`config.mk`:
```
export PLATFORM = sky130hd
export DESIGN_NAME = adcms_top
export DESIGN_NICKNAME = d
export VERILOG_FILES = /design/src/adcms_pkg.sv /design/src/adcms_top.sv
export SDC_FILE = /design/constraint.sdc
export NUM_CORES = 1
export LEC_CHECK = 0
export ABC_AREA = 1
export BUFFER_PORTS_ARGS = -buffer_cell sky130_fd_sc_hd__buf_2
export CORE_UTILIZATION = 48
export CTS_BUF_LIST = sky130_fd_sc_hd__clkbuf_4 sky130_fd_sc_hd__clkbuf_8 sky130_fd_sc_hd__clkbuf_16
export DETAILED_ROUTE_END_ITERATION = 8
export HOLD_SLACK_MARGIN = 0.03
export PLACE_DENSITY = 0.69
export SLEW_MARGIN = 5
export SYNTH_ARGS = -nofsm -noshare
export SYNTH_HDL_FRONTEND = slang
export SYNTH_SLANG_ARGS = --single-unit
```
`constraint.sdc`:
```
create_clock -name pclk -period 5.1 [get_ports pclk]
set_input_delay 0 -clock pclk [delete_from_list [all_inputs] [get_ports pclk]]
set_output_delay 0 -clock pclk [all_outputs]
set_load 0.005 [all_outputs]
```
`src/adcms_pkg.sv`:
```
// Constants for the converter mode sequencer: register map, fields,
// reset values, modes, states and conversion lengths.
// Assumes a 32-bit APB register bus with byte addresses.
`default_nettype none

package adcms_pkg;

  // ----------------------------------------------------------------------
  // Register map
  // ----------------------------------------------------------------------
  localparam logic [7:0]  ADCMS_CTRL_OFS   = 8'h00;
  localparam logic [7:0]  ADCMS_STAT_OFS   = 8'h04;
  localparam logic [7:0]  ADCMS_MASK_OFS   = 8'h08;
  localparam logic [7:0]  ADCMS_RES_FIRST  = 8'h10;
  localparam logic [7:0]  ADCMS_RES_LAST   = 8'h2C;

  // ----------------------------------------------------------------------
  // Control register fields
  // ----------------------------------------------------------------------
  localparam int          ADCMS_CTRL_W     = 13;
  localparam int          ADCMS_MODE_LSB   = 0;
  localparam int          ADCMS_CHAN_LSB   = 3;
  localparam int          ADCMS_SWEEP_LSB  = 6;
  localparam int          ADCMS_START_BIT  = 8;
  localparam int          ADCMS_EXT_BIT    = 9;
  localparam int          ADCMS_TEN_BIT    = 10;
  localparam int          ADCMS_SH_BIT     = 11;
  localparam int          ADCMS_DIV4_BIT   = 12;
  localparam logic [12:0] ADCMS_CTRL_RESET = 13'h0000;

  // ----------------------------------------------------------------------
  // Status and mask fields
  // ----------------------------------------------------------------------
  localparam int          ADCMS_DONE_BIT   = 0;
  localparam int          ADCMS_BUSY_BIT   = 8;
  localparam logic        ADCMS_MASK_RESET = 1'h0;

  // ----------------------------------------------------------------------
  // Conversion lengths in converter clock ticks, and the divide-by-4 last count
  // ----------------------------------------------------------------------
  localparam logic [5:0]  ADCMS_CYC_8B     = 6'h31;
  localparam logic [5:0]  ADCMS_CYC_10B    = 6'h3B;
  localparam logic [5:0]  ADCMS_CYC_SH_8B  = 6'h1C;
  localparam logic [5:0]  ADCMS_CYC_SH_10B = 6'h21;
  localparam logic [1:0]  ADCMS_DIV4_LAST  = 2'h3;

  // ----------------------------------------------------------------------
  // Modes and states
  // ----------------------------------------------------------------------
  typedef enum logic [2:0] {
    ADCMS_ONESHOT = 3'h0,
    ADCMS_REPEAT  = 3'h1,
    ADCMS_SWEEP   = 3'h2,
    ADCMS_RSWEEP0 = 3'h3,
    ADCMS_RSWEEP1 = 3'h4
  } adcms_mode_t;

  typedef enum logic [2:0] {
    ADCMS_IDLE    = 3'b001,
    ADCMS_WTRIG   = 3'b010,
    ADCMS_CONVERT = 3'b100
  } adcms_state_t;

endpackage

`default_nettype wire

```
`src/adcms_top.sv`:
```
// Mode sequencer for an eight-input successive approximation converter.
// Assumes an APB master, an analog core whose result is valid at the end
// of each conversion, and a trigger input synchronous to pclk.
//
// Implementation choices: the APB register port and the address map.
`default_nettype none

module adcms_top (
  // APB slave
  input  wire logic        pclk,
  input  wire logic        presetn,
  input  wire logic        psel,
  input  wire logic        penable,
  input  wire logic        pwrite,
  input  wire logic [7:0]  paddr,
  input  wire logic [31:0] pwdata,
  output logic      [31:0] prdata,
  output logic             pready,
  output logic             pslverr,
  // Analog core
  input  wire logic [9:0]  analog_result,
  output logic             conv_active,
  output logic [2:0]       conv_channel,
  output logic             conv_done,
  // Trigger and interrupt
  input  wire logic        external_conversion_trigger,
  output logic             irq
);
  import adcms_pkg::*;

  // ----------------------------------------------------------------------
  // Register bus decode
  // ----------------------------------------------------------------------
  logic [12:0]  ctrl;
  logic         status_done;
  logic         mask_done;
  logic [9:0]   results [8];
  adcms_state_t state;
  adcms_state_t next_state;

  wire       bus_acc  = psel & penable;
  wire       bus_wr   = bus_acc & pwrite;
  wire       bus_rd   = bus_acc & ~pwrite;
  wire       sel_ctrl = (paddr == ADCMS_CTRL_OFS);
  wire       sel_stat = (paddr == ADCMS_STAT_OFS);
  wire       sel_mask = (paddr == ADCMS_MASK_OFS);
  wire       sel_res  = (paddr >= ADCMS_RES_FIRST) &&
                        (paddr <= ADCMS_RES_LAST) && (paddr[1:0] == 2'h0);
  wire [7:0] res_off  = 8'(paddr - ADCMS_RES_FIRST);
  wire [2:0] res_idx  = res_off[4:2];
  wire       mapped   = sel_ctrl | sel_stat | sel_mask | sel_res;
  wire       wr_ctrl  = bus_wr & sel_ctrl;
  wire       rd_stat  = bus_rd & sel_stat;

  assign pready  = 1'b1;
  assign pslverr = bus_acc & ~mapped;

  wire [31:0] rd_ctrl_w = {19'h0, ctrl};
  wire [31:0] rd_stat_w = {23'h0, conv_active, 7'h0, status_done};
  wire [31:0] rd_mask_w = {31'h0, mask_done};
  wire [31:0] rd_res_w  = {22'h0, results[res_idx]};

  assign prdata = sel_ctrl ? rd_ctrl_w :
                  sel_stat ? rd_stat_w :
                  sel_mask ? rd_mask_w :
                  sel_res  ? rd_res_w  : 32'h0;

  // ----------------------------------------------------------------------
  // Control fields
  // ----------------------------------------------------------------------
  wire [2:0] mode_raw   = ctrl[ADCMS_MODE_LSB +: 3];
  wire [2:0] chan_sel   = ctrl[ADCMS_CHAN_LSB +: 3];
  wire [1:0] sweep_sel  = ctrl[ADCMS_SWEEP_LSB +: 2];
  wire       start_flag = ctrl[ADCMS_START_BIT];
  wire       ext_trig   = ctrl[ADCMS_EXT_BIT];
  wire       ten_bit    = ctrl[ADCMS_TEN_BIT];
  wire       samp_hold  = ctrl[ADCMS_SH_BIT];
  wire       div4       = ctrl[ADCMS_DIV4_BIT];

  // Undefined mode codes behave as one-shot so the flag clears unless ext_trig is set.
  wire m_repeat  = (mode_raw == ADCMS_REPEAT);
  wire m_sweep   = (mode_raw == ADCMS_SWEEP);
  wire m_rsweep0 = (mode_raw == ADCMS_RSWEEP0);
  wire m_rsweep1 = (mode_raw == ADCMS_RSWEEP1);
  wire m_oneshot = ~(m_repeat | m_sweep | m_rsweep0 | m_rsweep1);

  wire [2:0] sweep_last = {sweep_sel, 1'b1};
  wire [2:0] grp_last   = {1'b0, sweep_sel};
  wire [2:0] grp_size   = 3'({1'b0, sweep_sel} + 3'h1);

  // ----------------------------------------------------------------------
  // Converter clock divider and conversion length
  // ----------------------------------------------------------------------
  logic [1:0] div_cnt;
  logic [5:0] conv_cnt;
  logic       trig_q;
  logic       in_grp;
  logic [2:0] other_ch;

  wire ad_tick = div4 ? (div_cnt == ADCMS_DIV4_LAST) : div_cnt[0];

  wire [5:0] conv_len = samp_hold ?
                        (ten_bit ? ADCMS_CYC_SH_10B : ADCMS_CYC_SH_8B) :
                        (ten_bit ? ADCMS_CYC_10B : ADCMS_CYC_8B);
  wire [5:0] cnt_last = 6'(conv_len - 6'h01);

  always_ff @(posedge pclk or negedge presetn) begin
    if (!presetn) begin
      div_cnt <= 2'h0;
    end else begin
      div_cnt <= 2'(div_cnt + 2'h1);
    end
  end

  // ----------------------------------------------------------------------
  // Sequencing events
  // ----------------------------------------------------------------------
  wire is_idle  = (state == ADCMS_IDLE);
  wire is_conv  = (state == ADCMS_CONVERT);
  wire trig_fall = trig_q & ~external_conversion_trigger;

  wire stop     = ~start_flag | (wr_ctrl & ~pwdata[ADCMS_START_BIT]);
  wire launch   = (is_idle & start_flag & ~ext_trig) |
                  (start_flag & ext_trig & trig_fall);
  wire end_conv = is_conv & ad_tick & (conv_cnt == cnt_last);
  wire op_end   = end_conv & ~stop & ~launch &
                  (m_oneshot | (m_sweep & (conv_channel == sweep_last)));
  wire self_clr = op_end & ~ext_trig;
  wire step     = end_conv & ~stop & ~launch & ~op_end;

  always_comb begin
    next_state = state;
    if (stop) begin
      next_state = ADCMS_IDLE;
    end else if (launch) begin
      next_state = ADCMS_CONVERT;
    end else if (op_end) begin
      next_state = ext_trig ? ADCMS_WTRIG : ADCMS_IDLE;
    end else if (is_idle && ext_trig) begin
      next_state = ADCMS_WTRIG;
    end
  end

  always_ff @(posedge pclk or negedge presetn) begin
    if (!presetn) begin
      state  <= ADCMS_IDLE;
      trig_q <= 1'b1;
    end else begin
      state  <= next_state;
      trig_q <= external_conversion_trigger;
    end
  end

  always_ff @(posedge pclk or negedge presetn) begin
    if (!presetn) begin
      conv_cnt <= 6'h00;
    end else if (launch || end_conv) begin
      conv_cnt <= 6'h00;
    end else if (is_conv && ad_tick) begin
      conv_cnt <= 6'(conv_cnt + 6'h01);
    end
  end

  // ----------------------------------------------------------------------
  // Channel order
  // ----------------------------------------------------------------------
  logic [2:0] next_ch;
  logic [2:0] next_other;
  logic       next_in_grp;
  logic [2:0] other_inc;

  always_comb begin
    next_ch     = conv_channel;
    next_other  = other_ch;
    next_in_grp = in_grp;
    other_inc   = (other_ch == 3'h7) ? grp_size : 3'(other_ch + 3'h1);
    if (launch) begin
      next_ch     = (m_oneshot | m_repeat) ? chan_sel : 3'h0;
      next_other  = grp_size;
      next_in_grp = 1'b1;
    end else if (step) begin
      if (m_repeat) begin
        next_ch = chan_sel;
      end else if (m_rsweep1) begin
        if (in_grp && conv_channel != grp_last) begin
          next_ch = 3'(conv_channel + 3'h1);
        end else if (in_grp) begin
          next_ch     = other_ch;
          next_in_grp = 1'b0;
        end else begin
          next_ch     = 3'h0;
          next_other  = other_inc;
          next_in_grp = 1'b1;
        end
      end else begin
        next_ch = (conv_channel == sweep_last) ? 3'h0 :
                  3'(conv_channel + 3'h1);
      end
    end
  end

  always_ff @(posedge pclk or negedge presetn) begin
    if (!presetn) begin
      conv_channel <= 3'h0;
      other_ch     <= 3'h1;
      in_grp       <= 1'b1;
    end else begin
      conv_channel <= next_ch;
      other_ch     <= next_other;
      in_grp       <= next_in_grp;
    end
  end

  // ----------------------------------------------------------------------
  // Control register
  // ----------------------------------------------------------------------
  always_ff @(posedge pclk or negedge presetn) begin
    if (!presetn) begin
      ctrl <= ADCMS_CTRL_RESET;
    end else if (wr_ctrl) begin
      ctrl <= pwdata[ADCMS_CTRL_W-1:0];
    end else if (self_clr) begin
      ctrl[ADCMS_START_BIT] <= 1'b0;
    end
  end

  // ----------------------------------------------------------------------
  // Result registers
  // ----------------------------------------------------------------------
  // 8-bit precision keeps analog_result[9:2], right aligned
  wire [9:0] store_val = ten_bit ? analog_result :
                                   {2'h0, analog_result[9:2]};

  genvar gi;
  for (gi = 0; gi < 8; gi++) begin : g_res
    always_ff @(posedge pclk or negedge presetn) begin
      if (!presetn) begin
        results[gi] <= 10'h000;
      end else if (end_conv && !stop && conv_channel == 3'(gi)) begin
        results[gi] <= store_val;
      end
    end
  end

  // ----------------------------------------------------------------------
  // Interrupt status and outputs
  // ----------------------------------------------------------------------
  always_ff @(posedge pclk or negedge presetn) begin
    if (!presetn) begin
      status_done <= 1'b0;
      mask_done   <= ADCMS_MASK_RESET;
      conv_done   <= 1'b0;
      conv_active <= 1'b0;
    end else begin
      if (op_end) begin
        status_done <= 1'b1;
      end else if (rd_stat) begin
        status_done <= 1'b0;
      end
      if (bus_wr && sel_mask) begin
        mask_done <= pwdata[ADCMS_DONE_BIT];
      end
      conv_done   <= end_conv & ~stop;
      conv_active <= (next_state == ADCMS_CONVERT);
    end
  end

  assign irq = status_done & mask_done;
endmodule // adcms_top

`default_nettype wire

```
## Yosys cells after proc, flatten, opt, wreduce, memory -nomap -nowiden

Cells that the tools add are included.

- Bits in registers: 116
- Bits of input ports: 56
- Output and inout bits: 40

- Add/sub/neg operators: 7
- Magnitude comparators: 3
- Equal/unequal tests: 24
- Multiplexer cells: 44
- Bitwise gates (word level): 42
- Reductions and logical operators: 27

Operators with widths:

| cell | number |
|---|---|
| $mux 10 | 6 |
| $mux 3 | 19 |
| $bmux 10 s3 | 1 |
| $eq 3x3->1 const B | 8 |
| $mux 6 | 4 |
| $and 1x1->1 | 21 |
| $logic_and 1x1->1 | 15 |
| $mux 13 | 1 |
| $eq 3x2->1 const B | 4 |
| $mux 1 | 11 |
| $not 1->1 | 10 |
| $or 1x1->1 | 10 |
| $reduce_bool 2->1 | 5 |
| $eq 3x1->1 const B | 3 |
| $eq 8x3->1 const B | 1 |
| $eq 8x4->1 const B | 1 |
| $ge 8x5->1 const B | 1 |
| $le 8x6->1 const B | 1 |
| $logic_not 8->1 | 1 |
| $add 3x1->3 const B | 2 |
| $add 6x1->6 const B | 1 |
| $eq 6x6->1 | 1 |
| $sub 6x1->6 const B | 1 |
| $reduce_and 5->1 | 1 |
| 17 further kinds | 18 |

## Longest topological paths before layout

- Word-level depth: 13
- Depth in mapped cells: 15

## Worst setup path before layout

OpenSTA, ideal clock, no wires.

- Path type: register to register
- From: register ctrl[10]
- To: register results[71] in the netlist's numbering
- Setup time: 0.136 ns
- Arrival: 2.172 ns
- Slack: 2.792 ns
- Cell stages (with the launch flop): 14
- Period minus slack after synthesis: 2.308 ns
- Cells stage by stage: dfrtp_1 buf_1 inv_1 ha_1 nor2_1 nand2_1 a21oi_2 nand3_2 nor2_4 buf_8 nand3_4 buf_6 nand2_2 o21ai_2

- Cells in the longest elaborated chain, start to end: 7
- Elaborated cells between the ends (all ways): 9
- Classes of those cells: add/sub (1); eq/ne (1); mux (4); bitwise (1); reduce/logical (2)

Ends and longest elaborated chain:

| what | line | text |
|---|---|---|
| start, declared | adcms_top.sv:34 | `logic [12:0] ctrl;` |
| start signal, assigned | adcms_top.sv:221 | `ctrl <= pwdata[ADCMS_CTRL_W-1:0];` |
| $mux 6 or $mux 4 (tied branches) | adcms_top.sv:103, adcms_top.sv:104 |  |
| $mux 6 | adcms_top.sv:102 | `wire [5:0] conv_len = samp_hold ?` |
| $sub 6x1->6 | adcms_top.sv:105 | `wire [5:0] cnt_last = 6'(conv_len - 6'h01);` |
| $eq 6x6->1 | adcms_top.sv:125 | `wire end_conv = is_conv & ad_tick & (conv_cnt == cnt_last);` |
| $and 1x1->1 | adcms_top.sv:125 |  |
| $logic_and 1x1->1 (2 in a row) | adcms_top.sv:239 | `end else if (end_conv && !stop && conv_channel == 3'(gi)) begin` |
| end signal, assigned by index | adcms_top.sv:240 | `results[gi] <= store_val;` |
| end, declared | adcms_top.sv:37 | `logic [9:0] results [8];` |

Several ways; a longest one is shown, not always the timed one.
A chain may end at the register's enable or synchronous reset.

## Worst setup path in the final report

- From: register ctrl[10]
- To: register results[29] in the netlist's numbering

Same word-level chain as after synthesis.

==> metrics.txt <==
# TYPE chip_impl_metric gauge
chip_impl_info{name="startpoint_type",value="flop"} 1
chip_impl_metric{name="detailedPlacementHpwl",unit="mm"} 10.4
chip_impl_metric{name="buffer_ports.inserted",unit=""} 56
chip_impl_metric{name="postSynthRegisterBits",unit=""} 116
chip_impl_metric{name="setup_viol",unit=""} 0
chip_impl_metric{name="floorplan.die_area",unit="mm2"} 0.0131
chip_impl_metric{name="power.leakage",unit="uW"} 0.00349
chip_impl_metric{name="synth_cell_types",unit=""} 44
chip_impl_metric{name="cts_inserted_buffers",unit=""} 17
chip_impl_metric{name="final_max_slew_viol_count",unit=""} 0
chip_impl_metric{name="clock.fmax",unit="MHz"} 299
chip_impl_metric{name="initial_core_util",unit="%"} 49.8
chip_impl_metric{name="grt_start_max_net_pins",unit=""} 64
chip_impl_metric{name="cts-resized-gates",unit=""} 0
chip_impl_metric{name="ir_drop",unit="mV"} 0.233
chip_impl_metric{name="globalRouteTotalUtil",unit="%"} 26.0
chip_impl_metric{name="firstDrtPassIters",unit=""} 5
chip_impl_info{name="result_of_the_run",value="finished clean"} 1
chip_impl_metric{name="power",unit="uW"} 2450
chip_impl_metric{name="globalplace.congestion",unit=""} 0.915
chip_impl_metric{name="cts_buffer_depth",unit=""} 2
chip_impl_metric{name="die_h",unit="um"} 114
chip_impl_metric{name="worst-path-max-fanout",unit=""} 20
chip_impl_info{name="crit_chain",value="inv_1 -> ha_1 -> inv_1 -> nand2_1 -> nand2_1 -> nor2_1 -> nor2_4 -> nand3_2 -> nor2_4 -> nand3_1 -> o21ai_0"} 1
chip_impl_metric{name="share_of_layout_cells_above_drive_strength_1",unit="%"} 18.9
chip_impl_info{name="netlist_top_cells_area",value="dfrtp_1 (46%), nand2_1 (9.9%), o21ai_1 (4.8%), o21ai_0 (4.4%), nor2_1 (3.0%)"} 1
chip_impl_metric{name="final_period_minus_worst_setup_slack",unit="ps"} 3340
chip_impl_metric{name="dr_total_vias",unit=""} 5213
chip_impl_metric{name="design.portCount",unit=""} 96
chip_impl_metric{name="drv.max_cap_violation_count",unit=""} 0
chip_impl_metric{name="layout.nets",unit=""} 842
chip_impl_metric{name="antenna-diode-count",unit=""} 0
chip_impl_metric{name="wirelength",unit="mm"} 15.6
chip_impl_metric{name="via_per_inst",unit=""} 5.47
chip_impl_metric{name="clkLatencyLatePin",unit="ps"} 420
chip_impl_metric{name="fin_tns_setup",unit="ps"} 0
chip_impl_info{name="timing.critical_path.max_delay_family",value="simple AND/OR/NAND/NOR gates"} 1
chip_impl_metric{name="tightestPinTransition",unit="ps"} 874
chip_impl_info{name="synth_ff_type",value="dfrtp_1"} 1
chip_impl_metric{name="worst_path_largest_cell_delay",unit="ps"} 740
chip_impl_metric{name="max_slew_headroom",unit="%"} 40.1
chip_impl_metric{name="grt_antenna_before_repair",unit=""} 0
chip_impl_metric{name="first_iter_violations",unit=""} 558
chip_impl_metric{name="yosysSeqAreaShare",unit="%"} 48.0
chip_impl_metric{name="skew_final",unit="ps"} 6.47
chip_impl_info{name="critical-path-slowest-cell",value="dfrtp_1"} 1
chip_impl_info{name="synth.largest_area_cell",value="dfrtp_1"} 1
chip_impl_metric{name="drtAntennaViolNets",unit=""} 0
chip_impl_metric{name="worst_ep_arrival_time",unit="ps"} 3650
chip_impl_metric{name="synthesis.area_per_instance",unit="um2"} 8.55
chip_impl_info{name="synth_common_cells",value="nand2_1 (159), dfrtp_1 (112), o21ai_1 (58)"} 1
chip_impl_metric{name="netlist_instances",unit=""} 708
chip_impl_metric{name="floorplan.rows",unit=""} 40
chip_impl_metric{name="cts_num_sinks",unit=""} 116
chip_impl_metric{name="detailedPlace.worstSlack",unit="ps"} 1770
chip_impl_metric{name="cellPowerDensity",unit="mW/mm2"} 343
chip_impl_metric{name="synthArstFlopShare",unit="%"} 100
chip_impl_metric{name="route.detailed.drc",unit=""} 0
chip_impl_metric{name="yosys_warnings",unit=""} 0
chip_impl_info{name="rsz0062_at_grt",value="false"} 1
chip_impl_metric{name="avgRoutedWirePerCell",unit="um"} 16.4
chip_impl_metric{name="setup_slack",unit="ps"} 1760
chip_impl_metric{name="die_w",unit="um"} 114
chip_impl_info{name="hold_path.class",value="input port to flop"} 1
chip_impl_info{name="end_kind",value="flop"} 1
chip_impl_metric{name="worst-path-buf-inv",unit=""} 2
chip_impl_metric{name="grt_first_pass_wirelength",unit="mm"} 25.5
chip_impl_metric{name="netlist.area_leader.share",unit="%"} 46.3
chip_impl_info{name="tritoncts",value="built"} 1
chip_impl_info{name="root_buffer",value="clkbuf_16"} 1
chip_impl_metric{name="worst-endpoint-required",unit="ps"} 5400
chip_impl_info{name="setup.worst_path.class",value="flop to flop"} 1
chip_impl_metric{name="core_area",unit="mm2"} 0.0122
chip_impl_metric{name="syn_to_final_growth",unit="%"} 17.9
chip_impl_metric{name="number_of_global_route_vias_before_repair",unit=""} 4988
chip_impl_metric{name="synth_edf_count",unit=""} 0
chip_impl_metric{name="hold_viol_final",unit=""} 0
chip_impl_metric{name="grt_remaining_overflow",unit=""} 0
chip_impl_metric{name="clock_edge_transition_at_the_registers_on_the_reported_setup_and_hold_paths",unit="ps"} 50
chip_impl_metric{name="syn_area",unit="mm2"} 0.00605
chip_impl_metric{name="maximum_level_of_the_cts_h_tree",unit=""} 4
chip_impl_info{name="synthMostInstantiatedCell",value="nand2_1"} 1
chip_impl_metric{name="timing.final.crit_share",unit="%"} 65.6
[worst reg2reg max path: stages (launching register included)]
cell and delay [ps]:
dfrtp_1 740, inv_1 200, ha_1 270, inv_1 60, nand2_1 50, nand2_1 90, nor2_1 70, nor2_4 90
nand3_2 100, nor2_4 400, nand3_1 700, o21ai_0 430
[state kept, by name (all words and copies together), names as in the netlist]
register	flops
conv_cnt	6
status_done	1
conv_done	1
in_grp	1
conv_active	1
mask_done	1
results	80
other_ch	3
trig_q	1
div_cnt	2
conv_channel	3
state	3
ctrl	13
[where the power goes]
part	switching, uW	internal, uW	total (uW)
clock network	409	961	1370
registers	6.72	927	934
logic	94.7	47.3	142
total	511	1940	2450
[metal layers]
| layer | global-route usage [%] | part of all wire, % | up-vias |
|---|---|---|---|
| met1 | 33.7 | 43 | 2516 |
| li1 | - | - | 2467 |
| met3 | 4.66 | 5.3 | 33 |
| met2 | 43.0 | 49 | 197 |
| met5 | 0 | 0 | - |
| met4 | 11.3 | 2.4 | 0 |
[cells in the final DEF, fill, tap and decap left out, types with 4 or more instances in the layout]
master,synthesis,routed
nand2_1,159,159
nand2_2,17,17
o21ai_1,58,58
a21oi_1,22,22
o21ai_0,53,53
mux2i_1,8,8
a31oi_1,4,4
nand3_1,28,28
nor3_1,9,9
dfrtp_1,112,112
or2_2,4,4
o221ai_1,5,5
inv_1,41,41
o21ai_2,10,10
nand3_4,4,4
nor2_1,48,48
nor4_1,4,4
clkbuf_16,0,17
buf_2,6,55
dfstp_2,4,4
dlygate4sd3_1,0,17
conb_1,2,20
inv_2,9,9
clkinv_2,0,4
ha_1,14,14
o22ai_1,21,21
bufinv_16,0,6
[timing repair]
item,CTS,global route
setup endpoints to repair,0,0
hold buffers,17,0
endpoints found under the hold margin,67,0
buffers inserted,0,0
[stage by stage]
stage | cells | hold WS, ps | util (%) | area [um2]
after CTS | 953 | 46.2 | 58.7 | 7140
after detailed placement | 904 | 92.8 | 51.7 | 6280
after floorplan | 726 | -296 | - | 6120
after global placement | 904 | 82.6 | 51.7 | 6280
after global routing | 953 | 67.1 | 58.7 | 7140
final | 953 | 41.2 | 58.7 | 7140
[cells by family after synthesis]
kind of cell,Yosys count,synth area share (%)
xor+xnor,2,0.289
simple gates,282,21.0
fa+ha+maj,14,2.89
compound gates,184,17.4
mux,8,1.32
buf+inv,100,8.89
flops,116,48.0
other cells,2,0.124
[path summary, 6_finish.rpt]
check | slack [ps] | endpoint | depth (start not counted) | start
max | 1760 | results[29]$_DFFE_PN0P_ | 11 | ctrl[10]$_DFFE_PN0N_
min | 40 | mask_done$_DFFE_PN0P_ | 4 | penable
max reg2reg | 1760 | results[29]$_DFFE_PN0P_ | 11 | ctrl[10]$_DFFE_PN0N_
min reg2reg | 470 | div_cnt[0]$_DFF_PN0_ | 1 | div_cnt[0]$_DFF_PN0_
max in group asynchronous | 3640 | results[60]$_DFFE_PN0P_ | 3 | presetn
min in group asynchronous | 170 | results[61]$_DFFE_PN0P_ | 2 | presetn
[area by class of cell]
| cell class | instances | area, um2 |
|---|---|---|
| Clock buffer | 22 | 482 |
| Clock inverter | 10 | 200 |
| Fill cell | 1032 | 5020 |
| Inverter | 52 | 195 |
| Multi-Input combinational cell | 510 | 2670 |
| Sequential cell | 116 | 2910 |
| Tap cell | 168 | 210 |
| Timing Repair Buffer | 75 | 468 |
(Power assumes the default switching activity.)
